<file path="config.mk">
export PLATFORM = sky130hd
export DESIGN_NAME = arc_regs
export DESIGN_NICKNAME = d
export VERILOG_FILES = /design/src/core/arc_pkg.sv /design/src/core/arc_cnt_if.sv /design/src/core/arc_rcount.sv /design/src/core/arc_regs.sv
export SDC_FILE = /design/constraint.sdc
export NUM_CORES = 1
export LEC_CHECK = 0
export ABC_AREA = 1
export BUFFER_PORTS_ARGS = -buffer_cell sky130_fd_sc_hd__buf_2
export CAP_MARGIN = 10
export CORE_MARGIN = 10
export CORE_UTILIZATION = 55
export DETAILED_ROUTE_END_ITERATION = 7
export PLACE_DENSITY = 0.78
export SYNTH_ARGS = -nofsm -noshare
export SYNTH_HDL_FRONTEND = slang
export SYNTH_SLANG_ARGS = --single-unit
</file>
<file path="constraint.sdc">
create_clock -name clk_i -period 7.37 [get_ports clk_i]
set_input_delay 0.737 -clock clk_i [delete_from_list [all_inputs] [get_ports clk_i]]
set_output_delay 0.737 -clock clk_i [all_outputs]
set_load 0.1 [all_outputs]
</file>
<file path="src/core/arc_pkg.sv">
// arc_pkg: register map, field layout and reset values of the result/count block
//
// Notes on behaviour
// RULE_01: latest voltage result, 24-bit signed, read-only at 05..07, zero after reset.
// RULE_02: 16-bit read-only temperature result at 0A..0B, stored sign-inverted.
// RULE_03: 16-bit read-only reference-resistor result at 08..09.
// RULE_04: gain bits 1:0 pick front-stage gain 1/2/4/8, reset 0.
// RULE_05: gain bits 3:2 pick first amplifier gain 1/2/4/8, reset 0.
// RULE_06: gain bit 4 picks second amplifier gain 4 or 8, reset 0.
// RULE_07: gain bits 7:5 read zero; software writes zeros there.
// RULE_08: status bits 7..5 flag finished current, voltage, temperature conversions.
// RULE_09: temperature ready strobe after every temperature result, no counting.
// RULE_10: current and voltage strobes per result or per programmed result count.
// RULE_11: current count limit 16-bit read-write; zero means strobe every result.
// RULE_12: current result counter readable any time, 16-bit, resets to zero.
// RULE_13: current counter clears on start rising edge in full power, first low-power measurement.
// RULE_14: current counter goes to 1 at the result after the limit was reached.
// RULE_15: voltage count limit up to 15; zero means strobe every result.
// RULE_16: voltage counter clears on start rising edge in full power, first low-power measurement.
// RULE_17: voltage counter goes to 1 at the result after the limit was reached.
// RULE_18: voltage result counter readable by software at any time.
// RULE_19: a limit of 1 acts like single counting, strobe every result.
// RULE_20: voltage limit bits 3:0 at 45, voltage counter bits 3:0 at 1E.
// RULE_21: latest current result, 24-bit signed, read-only at 02..04, zero after reset.
// RULE_22: counter steps per result; strobe in the cycle it equals the limit.
package arc_pkg;
  // ----------------------------------------------------------------
  // register offsets
  // ----------------------------------------------------------------
  localparam logic [7:0] CUR_RESULT_OFS = 8'h02;
  localparam logic [7:0] VOLT_RESULT_OFS = 8'h05;
  localparam logic [7:0] REF_RESULT_OFS = 8'h08;
  localparam logic [7:0] TEMP_RESULT_OFS = 8'h0a;
  localparam logic [7:0] CUR_COUNTER_OFS = 8'h1b;
  localparam logic [7:0] VOLT_COUNTER_OFS = 8'h1e;
  localparam logic [7:0] CUR_LIMIT_OFS = 8'h40;
  localparam logic [7:0] VOLT_LIMIT_OFS = 8'h45;
  localparam logic [7:0] GAIN_OFS = 8'h52;
  localparam logic [7:0] STATUS_OFS = 8'h60;
  // ----------------------------------------------------------------
  // field layout and widths
  // ----------------------------------------------------------------
  localparam int CUR_CNT_W = 16;
  localparam int VOLT_CNT_W = 4;
  localparam int GAIN_W = 5;
  localparam int FRONT_LSB = 0;
  localparam int FIRST_LSB = 2;
  localparam int SECOND_BIT = 4;
  localparam int STATUS_LSB = 5;
  localparam int ST_CUR = 2;
  localparam int ST_VOLT = 1;
  localparam int ST_TEMP = 0;
  // ----------------------------------------------------------------
  // reset values
  // ----------------------------------------------------------------
  localparam logic [23:0] RESULT24_RST = 24'h000000;
  localparam logic [15:0] RESULT16_RST = 16'h0000;
  localparam logic [15:0] CUR_LIMIT_RST = 16'h0000;
  localparam logic [3:0] VOLT_LIMIT_RST = 4'h0;
  localparam logic [4:0] GAIN_RST = 5'h00;
  // ----------------------------------------------------------------
  // power states
  // ----------------------------------------------------------------
  typedef enum logic [1:0] {
    full_power_state,
    low_power_state,
    ultra_low_power_state
  } arc_power_t;
endpackage

</file>
<file path="src/core/arc_cnt_if.sv">
// arc_cnt_if: link between the register block and one result counter
`timescale 1ns/1ns
`default_nettype none
interface arc_cnt_if #(parameter int W = 16);
  logic clear;
  logic done;
  logic [W-1:0] limit;
  logic [W-1:0] count;
  logic strobe;
  modport ctl (output clear, output done, output limit, input count, input strobe);
  modport cnt (input clear, input done, input limit, output count, output strobe);
endinterface
`default_nettype wire

</file>
<file path="src/core/arc_rcount.sv">
// arc_rcount: result counter and conversion-ready strobe of one channel
`timescale 1ns/1ns
`default_nettype none
module arc_rcount #(parameter int W = 16)
(
  input wire logic clk_i,
  input wire logic resetn_i,
  arc_cnt_if.cnt port
);
  import arc_pkg::*;

  typedef struct packed {
    logic [W-1:0] count;
    logic strobe;
  } arc_rc_t;

  arc_rc_t st;
  arc_rc_t next_st;
  logic [W-1:0] base;
  logic reached;

  // ----------------------------------------------------------------
  // counting
  // ----------------------------------------------------------------
  // clear first, so a result in the clearing cycle is counted as the first
  always_comb
  begin
    next_st = st;
    next_st.strobe = 1'b0;
    base = port.clear ? '0 : st.count; // RULE_13 RULE_16
    reached = (port.limit != '0) && (base >= port.limit);
    next_st.count = base;
    if (port.done)
    begin
      if (port.limit == '0)
      begin
        next_st.strobe = 1'b1; // RULE_10
      end
      else
      begin
        next_st.count = reached ? W'(1) : W'(base + W'(1)); // RULE_14 RULE_17 RULE_22
        next_st.strobe = (next_st.count == port.limit); // RULE_19 RULE_22
      end
    end
  end

  // state register
  always_ff @(posedge clk_i)
  begin
    if (!resetn_i)
      st <= '0;
    else
      st <= next_st;
  end

  assign port.count = st.count;
  assign port.strobe = st.strobe;
endmodule // arc_rcount
`default_nettype wire

</file>
<file path="src/core/arc_regs.sv">
// arc_regs: result registers, current-path gain and conversion-ready logic
//
// The implementer's own choice: the address-and-strobe port.
`timescale 1ns/1ns
`default_nettype none
module arc_regs
(
  input wire logic clk_i,
  input wire logic resetn_i,
  input wire logic [7:0] addr_i,
  input wire logic [7:0] wdata_i,
  input wire logic wr_i,
  input wire logic rd_i,
  output logic [7:0] rdata_o,
  input wire logic cur_done_i,
  input wire logic [23:0] current_result_i,
  input wire logic volt_done_i,
  input wire logic [23:0] voltage_result_i,
  input wire logic temp_done_i,
  input wire logic [15:0] temperature_result_i,
  input wire logic ref_done_i,
  input wire logic [15:0] reference_resistor_result_i,
  input wire logic current_conversion_start_i,
  input wire logic voltage_conversion_start_i,
  input wire logic [1:0] power_state_i,
  input wire logic first_meas_i,
  output logic cur_ready_o,
  output logic volt_ready_o,
  output logic temp_ready_o,
  output logic [1:0] input_front_stage_gain_o,
  output logic [1:0] first_amp_gain_o,
  output logic second_amp_gain_o,
  output logic [2:0] interrupt_status_o
);
  import arc_pkg::*;

  // ----------------------------------------------------------------
  // state
  // ----------------------------------------------------------------
  typedef struct packed {
    logic [23:0] current_result;
    logic [23:0] voltage_result;
    logic [15:0] reference_resistor_result;
    logic [15:0] temperature_result;
    logic [15:0] current_result_count_limit;
    logic [3:0] voltage_result_count_limit;
    logic [4:0] current_path_gain;
    logic [2:0] interrupt_status;
    logic [7:0] rdata;
    logic cur_start_prev;
    logic volt_start_prev;
    logic temp_ready;
  } arc_regs_t;

  arc_regs_t st;
  arc_regs_t next_st;
  logic low_power;
  logic cur_clear;
  logic volt_clear;
  logic [2:0] status_set;

  arc_cnt_if #(.W(CUR_CNT_W)) cur_if ();
  arc_cnt_if #(.W(VOLT_CNT_W)) volt_if ();

  // byte of a multi-byte register seen at an address, zero if outside
  function automatic logic [7:0] byte_at(input logic [7:0] addr, input logic [7:0] base,
                                         input logic [23:0] value, input logic [1:0] nbytes);
    logic [7:0] idx;
    idx = addr - base;
    byte_at = 8'h00;
    if (addr >= base && idx < {6'h00, nbytes})
      byte_at = value[idx[1:0]*8 +: 8];
  endfunction

  // ----------------------------------------------------------------
  // counter control
  // ----------------------------------------------------------------
  // a start edge only clears in full power; low-power states use the first measurement
  assign low_power = (power_state_i == 2'(low_power_state)) ||
                     (power_state_i == 2'(ultra_low_power_state));
  assign cur_clear = (current_conversion_start_i && !st.cur_start_prev &&
                      power_state_i == 2'(full_power_state)) ||
                     (first_meas_i && low_power); // RULE_13
  assign volt_clear = (voltage_conversion_start_i && !st.volt_start_prev &&
                       power_state_i == 2'(full_power_state)) ||
                      (first_meas_i && low_power); // RULE_16

  assign cur_if.clear = cur_clear;
  assign cur_if.done = cur_done_i;
  assign cur_if.limit = st.current_result_count_limit; // RULE_11
  assign volt_if.clear = volt_clear;
  assign volt_if.done = volt_done_i;
  assign volt_if.limit = st.voltage_result_count_limit; // RULE_15

  // current channel counter
  arc_rcount #(.W(CUR_CNT_W)) u_cur_count
  (
    .clk_i(clk_i),
    .resetn_i(resetn_i),
    .port(cur_if.cnt)
  );

  // voltage channel counter
  arc_rcount #(.W(VOLT_CNT_W)) u_volt_count
  (
    .clk_i(clk_i),
    .resetn_i(resetn_i),
    .port(volt_if.cnt)
  );

  // status events, one each for current, voltage and temperature
  assign status_set = {cur_if.strobe, volt_if.strobe, st.temp_ready}; // RULE_08

  // ----------------------------------------------------------------
  // next state
  // ----------------------------------------------------------------
  always_comb
  begin
    next_st = st;
    next_st.cur_start_prev = current_conversion_start_i;
    next_st.volt_start_prev = voltage_conversion_start_i;
    // results capture
    if (cur_done_i)
      next_st.current_result = current_result_i; // RULE_21
    if (volt_done_i)
      next_st.voltage_result = voltage_result_i; // RULE_01
    if (ref_done_i)
      next_st.reference_resistor_result = reference_resistor_result_i; // RULE_03
    if (temp_done_i)
      next_st.temperature_result = 16'(-temperature_result_i); // RULE_02
    next_st.temp_ready = temp_done_i; // RULE_09
    // software writes
    if (wr_i)
    begin
      case (addr_i)
        CUR_LIMIT_OFS: next_st.current_result_count_limit[7:0] = wdata_i; // RULE_11
        CUR_LIMIT_OFS + 8'h01: next_st.current_result_count_limit[15:8] = wdata_i; // RULE_11
        VOLT_LIMIT_OFS: next_st.voltage_result_count_limit = wdata_i[3:0]; // RULE_15 RULE_20
        GAIN_OFS: next_st.current_path_gain = wdata_i[GAIN_W-1:0]; // RULE_04 RULE_05 RULE_06 RULE_07
        STATUS_OFS: next_st.interrupt_status = st.interrupt_status & ~wdata_i[7:5];
        default: next_st.interrupt_status = st.interrupt_status;
      endcase
    end
    // events win over a clear in the same cycle
    next_st.interrupt_status = next_st.interrupt_status | status_set; // RULE_08
    // read data stand one cycle after the strobe only
    next_st.rdata = 8'h00;
    if (rd_i)
    begin
      next_st.rdata = byte_at(addr_i, CUR_RESULT_OFS, st.current_result, 2'd3) | // RULE_21
        byte_at(addr_i, VOLT_RESULT_OFS, st.voltage_result, 2'd3) | // RULE_01
        byte_at(addr_i, REF_RESULT_OFS, {8'h00, st.reference_resistor_result}, 2'd2) | // RULE_03
        byte_at(addr_i, TEMP_RESULT_OFS, {8'h00, st.temperature_result}, 2'd2) | // RULE_02
        byte_at(addr_i, CUR_COUNTER_OFS, {8'h00, cur_if.count}, 2'd2) | // RULE_12
        byte_at(addr_i, CUR_LIMIT_OFS, {8'h00, st.current_result_count_limit}, 2'd2);
      case (addr_i)
        VOLT_COUNTER_OFS: next_st.rdata = {4'h0, volt_if.count}; // RULE_18 RULE_20
        VOLT_LIMIT_OFS: next_st.rdata = {4'h0, st.voltage_result_count_limit}; // RULE_20
        GAIN_OFS: next_st.rdata = {3'h0, st.current_path_gain}; // RULE_07
        STATUS_OFS: next_st.rdata = {st.interrupt_status, 5'h00}; // RULE_08
        default: next_st.rdata = next_st.rdata;
      endcase
    end
  end

  // state register
  always_ff @(posedge clk_i)
  begin
    if (!resetn_i)
    begin
      st <= '0;
      st.current_result <= RESULT24_RST;
      st.voltage_result <= RESULT24_RST;
      st.reference_resistor_result <= RESULT16_RST;
      st.temperature_result <= RESULT16_RST;
      st.current_result_count_limit <= CUR_LIMIT_RST;
      st.voltage_result_count_limit <= VOLT_LIMIT_RST;
      st.current_path_gain <= GAIN_RST;
    end
    else
      st <= next_st;
  end

  // ----------------------------------------------------------------
  // outputs
  // ----------------------------------------------------------------
  assign rdata_o = st.rdata;
  assign cur_ready_o = cur_if.strobe; // RULE_10
  assign volt_ready_o = volt_if.strobe; // RULE_10
  assign temp_ready_o = st.temp_ready; // RULE_09
  assign input_front_stage_gain_o = st.current_path_gain[FRONT_LSB +: 2]; // RULE_04
  assign first_amp_gain_o = st.current_path_gain[FIRST_LSB +: 2]; // RULE_05
  assign second_amp_gain_o = st.current_path_gain[SECOND_BIT]; // RULE_06
  assign interrupt_status_o = st.interrupt_status;
endmodule // arc_regs
`default_nettype wire
</file>
# After elaboration in Yosys (flattened, before gate mapping)
# Cells that the tools add are included.
[word_totals] ff_bits=141 input_bits=109 out_inout_bits=19 wordCells=119
[classes] addsub=9 n_lt_le_gt_ge=14 eq_ne=10 shifts=6 n_mux=25 n_bitwise=8 n_reduce_logical=30
[ops] cell="$shiftx 24x6->8" count=6
[ops] cell="$mux 8" count=12
[ops] cell="$lt 8x2->1 const B" count=6
[ops] cell="$mux 16" count=3
[ops] cell="$eq 8x7->1 const B" count=5
[ops] cell="$or 8x8->8" count=5
[ops] cell="$pmux 8 s4" count=1
[ops] cell="$mux 17" count=1
[ops] cell="$add 16x1->16 const B" count=1
[ops] cell="$eq 16x16->1" count=1
[ops] cell="$ge 16x16->1" count=1
[ops] cell="$ge 8x4->1 const B" count=2
[ops] cell="$logic_not 16->1" count=1
[ops] cell="$neg 16->16" count=1
[ops] cell="$reduce_bool 16->1" count=1
[ops] cell="$sub 8x4->8 const B" count=2
[ops] cell="$reduce_and 2->1" count=7
[ops] cell="$logic_and 1x1->1" count=13
[ops] cell="$mux 4" count=3
[ops] cell="$eq 8x5->1 const B" count=1
[ops] cell="$ge 8x2->1 const B" count=1
[ops] cell="$ge 8x3->1 const B" count=1
[ops] cell="$ge 8x5->1 const B" count=1
[ops] cell="$ge 8x7->1 const B" count=1
[ops] cell="other kinds (20)" count=25

# Depth between registers and ports, before layout
[logic_depth] ltp_word=11 mapped_depth=30 ltp_nobuf=29

# Modules after synthesis
# From an unflattened synthesis, not the netlist that was laid out.
[unflattened] hier_cells=1332 hier_area_um2=8634.5
[by_module_without_submodules] mod="arc_regs" n_inst=1 cells_each=959 area_per_inst_um2=6286.0 seq_area_each_um2=2382.3
[by_module_without_submodules] mod="arc_rcount (u_cur_count)" n_inst=1 cells_each=302 area_per_inst_um2=1898.1 seq_area_each_um2=340.3
[by_module_without_submodules] mod="arc_rcount (u_volt_count)" n_inst=1 cells_each=71 area_per_inst_um2=450.4 seq_area_each_um2=100.1

# Worst setup path before layout
# No wires, ideal clock.
[synth_path] path_type="input -> register" from="in power_state_i[0]" to="reg u_cur_count.st, in the netlist u_cur_count.port.strobe" arrival_time_ps=3246 required_time_ps=7304 path_slack_ps=4058 path_stages=23 path_buffers=2 cell_sequence="inv_1 ha_1 nand2_4 nand2_4 buf_6 nor2_1 ha_1 nand2_1 inv_1 o21ai_0 nand2_1 a41oi_1 nand2_1 nand2_1 buf_2 nand2_1 nand2_1 nand2_1 nor2_1 nand2_1 nor2_1 nand2_1 a21oi_2"
[synth_via] elab_chain_cells=10
[synth_rtl] element="start, declared" line_no="arc_regs.sv:25" text="input wire logic [1:0] power_state_i,"
[synth_rtl] element="$eq 2x1->1 / $eq 2x2->1 (equally long branches)" line_no="arc_regs.sv:79, arc_regs.sv:80"
[synth_rtl] element="$logic_or 1x1->1" line_no="arc_regs.sv:79" text="assign low_power = (power_state_i == 2'(low_power_state)) ||"
[synth_rtl] element="$logic_and 1x1->1" line_no="arc_regs.sv:83" text="(first_meas_i && low_power);"
[synth_rtl] element="$logic_or 1x1->1 *" line_no="arc_regs.sv:82" text="power_state_i == 2'(full_power_state)) ||"
[synth_rtl] element="$mux 16 *" line_no="arc_rcount.sv:30" text="base = port.clear ? '0 : st.count;"
[synth_rtl] element="$ge 16x16->1" line_no="arc_rcount.sv:31" text="reached = (port.limit != '0) && (base >= port.limit);"
[synth_rtl] element="$logic_and 1x1->1" line_no="arc_rcount.sv:31"
[synth_rtl] element="$mux 16 *" line_no="arc_rcount.sv:41" text="next_st.count = reached ? W'(1) : W'(base + W'(1));"
[synth_rtl] element="$eq 16x16->1 *" line_no="arc_rcount.sv:42" text="next_st.strobe = (next_st.count == port.limit);"
[synth_rtl] element="$mux 1 *" line_no="arc_rcount.sv:35" text="if (port.limit == '0)"
[synth_rtl] element="end signal, assigned" line_no="arc_rcount.sv:53" text="st <= next_st;"
[synth_rtl] element="end, declared" line_no="arc_rcount.sv:17" text="arc_rc_t st;"
# Every way passes the cells marked *; elsewhere a longest branch is shown, timed or not.
# A chain may end at the register's enable or synchronous reset.

# Worst setup path after layout
# Ends and elaborated chain as after synthesis.

==> qor.yml <==
status: "complete, no violations"
wire_per_inst_um: 16.83
crit_required_ps: 7740
fp.dieW_um: 142.5
power_leakage_uw: 0.004299
via_per_inst: 5.541
grt_max_degree: 114
diodes: 0
met2_usage_pct: 39.94
antenna_left: 0
fin_skew_ps: 11.04
numClockSinks: 141
routed_wl_mm: 25.35
yosys_warnings: 0
die_h_um: 142.5
syn_inst: 1227
clock_latency_ps: 430
grt_first_pass_wirelength_mm: 40.14
syn_nets: 1372
drc: 0
grtUsageMet1_pct: 31.13
cts_root_buf: "clkbuf_16"
numPortBuffers: 127
drv_slew: 0
holdCritPathClass: "register to register"
drt_first_pass_iters: 6
num_vias: 8344
grt-ovfl-total: 0
grt-busiest-layer: "met2"
synth.cell_area_sq_um: 8254
period_needed_ps: 3819
timing.critical_path.from: "power_state_i[0]"
ys.flop_type: "dfxtp_1"
fin_area_sq_um: 9380
path_clk_slew_ps: 60
synth_top_cell_area_share_pct: 34.20
maxCapViolCount: 0
cts_max_path_buffers: 2
place_congestion: 0.9769
grt_antenna_before_repair: 0
async_reset_ff_share_pct: 0
cts_hold_buf: 0
hold_start: "st[117]$_SDFFE_PN0P_"
drive_above_1_share_pct: 14.30
drt_iter0_markers: 840
critPathLaunchType: "primary input"
seq_area_frac_synth_pct: 34.20
post-cts-setup-buffer-count: 0
core-area_sq_um: 14640
numCtsBuffers: 17
yosysUniqueCellTypes: 48
p_per_area_nw_per_um2: 200.0
worst_pin_slew_ps: 1004
worstReg2RegStart: "st[2]$_SDFF_PN0_"
maxSlewHeadroom_pct: 33.07
layout-area-overhead-vs-synth_pct: 13.64
post_cts_resized: 0
ys_ff_latch: 141
setup-violations-final: 0
worstSetupPathType: "primary input to register"
final_hold_viol_count: 0
dpl-instance-area_sq_um: 8820
synth_edf_count: 0
postSynthAreaPerCell_sq_um: 6.727
dieArea_sq_um: 20310
grt_pass1_vias: 7907
crit_fanout: 33
max_freq_ghz: 0.2619
pin_count: 128
cts_tree: "built"
ctsHtreeMaxLevel: 4
timing.final.crit_share_pct: 51.81
fp-row-count: 44
dp_hpwl_mm: 19.11
gr-usage-all-layers_pct: 24.65
peakVddDrop_v: 0.0001752
end_kind: "register"
tns_ps: 0
initial_core_util_pct: 56.37
nNetsFinal: 1454
cp.arrival_ps: 4190
yosysTopAreaCell: "dfxtp_1"
grtUsageMet3_pct: 5.941
rsz0062_at_grt: "no"
synth.area.top_cells: "dfxtp_1, o21ai_0, nor2_1"
-- final cells by class --
class                           count  area, sq um
Multi-Input combinational cell    863         4516
Tap cell                          184        230.2
Clock buffer                       19        442.9
Fill cell                        1413         5264
Inverter                          154        578.1
Timing Repair Buffer              132        673.1
Sequential cell                   141         2823
Clock inverter                     13        117.6
-- flip-flops by register name (all words and copies together), names as in the netlist, 2 cells and up --
signal                    cells
cur_if.limit                 16
first_amp_gain_o              2
input_front_stage_gain_o      2
interrupt_status_o            3
rdata_o                       8
st                           82
u_cur_count.port.count       16
u_volt_count.port.count       4
volt_if.limit                 4
-- layout by cell type (no fill, tap or decap), types with 10 or more instances in the layout --
cell type,netlist,layout
buf_2,4,127
dfxtp_1,141,141
clkbuf_16,0,17
o211ai_1,12,12
a21oi_1,94,94
nand4_1,10,10
nor2_1,204,204
nand2_1,175,175
nand3_1,61,61
inv_1,149,149
o221ai_1,13,13
xor2_1,19,19
ha_1,36,36
o21ai_0,156,156
nor3_1,13,13
-- worst max-delay path, cell delays in order --
cell and delay [ps]:
buf_2 80, inv_1 40, ha_1 310, nand2_4 100
nand2_4 180, nor2_1 320, ha_1 310, nand2_1 80
inv_1 60, o21ai_0 80, nand2_1 70, a41oi_1 160
nand2_1 70, nand2_1 720, nand2_1 170, nand2_1 110
nand2_1 50, nor2_1 120, nand2_1 70, nor2_1 150
nand2_1 90, a21oi_2 100
-- stage by stage --
step | instances | worst slack [ps] | hold WS, ps | utilization [%] | total power, uW
after CTS | 1506 | 3635 | 467.1 | 64.05 | 1877
final | 1506 | 3551 | 467.0 | 64.05 | 1876
after global routing | 1506 | 3131 | 484.5 | 64.05 | 1940
after detailed placement | 1474 | 3185 | 457.6 | 60.23 | 1067
after global placement | 1474 | 3311 | 444.9 | 60.23 | 1064
after floorplan | 1227 | 4058 | 433.7 | - | 988.5
-- final timing paths --
kind,endpoint,slack (ps),cells after the start
hold reg to reg,st[117]$_SDFFE_PN0P_,470,2
setup reg to reg,u_cur_count.port.strobe$_SDFF_PN0_,3940,27
hold / removal,st[117]$_SDFFE_PN0P_,470,2
setup / recovery,u_cur_count.port.strobe$_SDFF_PN0_,3550,22
-- power by group --
part | switching (uW) | internal [uW] | total (uW) | leakage [uW]
registers | 18.5 | 799 | 817 | 0.00116
clock network | 348 | 473 | 821 | 0.000262
logic | 162 | 75.9 | 238 | 0.00288
-- per-layer routing --
metal | part of all wire (%) | wire length [um] | up-vias
li1 | - | - | 4191
met5 | 0 | 0 | -
met3 | 7.2 | 1832 | 49
met2 | 47 | 11820 | 328
met1 | 43 | 10990 | 3776
met4 | 2.8 | 711 | 0
-- synthesized netlist by cell type, types with 2 or more instances --
master       n
nor4_1       2
clkinv_1     4
a211oi_1     4
nand4_1     10
nand3b_1     2
nor3_1      13
buf_2        4
a41oi_1      2
nand2_2      3
o32ai_1      5
nor2_2       9
nand3_1     61
nand2_4      2
ha_1        36
nand2_1    175
inv_1      149
nor2_1     204
buf_4       15
o211ai_1    12
xnor2_1      9
a21oi_1     94
o2111ai_1    4
dfxtp_1    141
o31ai_1      6
nor3_2       3
o22ai_1      4
a31oi_1      2
clkbuf_1    47
o221ai_1    13
xor2_1      19
o21ai_0    156
-- kinds of logic (layout without fill, tap and decap cells) --
group / after synthesis / after routing / share of synthesized area (%)
XOR/XNOR: 29 / 29 / 3.168
AND/OR/NAND/NOR: 488 / 488 / 25.01
multiplexers: 1 / 1 / 0.1213
adder cells (fa/ha/maj): 36 / 36 / 5.457
buffers and inverters: 223 / 318 / 11.10
flip-flops: 141 / 141 / 34.20
AO/OA/AOI/OAI: 309 / 309 / 20.95
No activity file was read; power rests on OpenSTA's default activity.
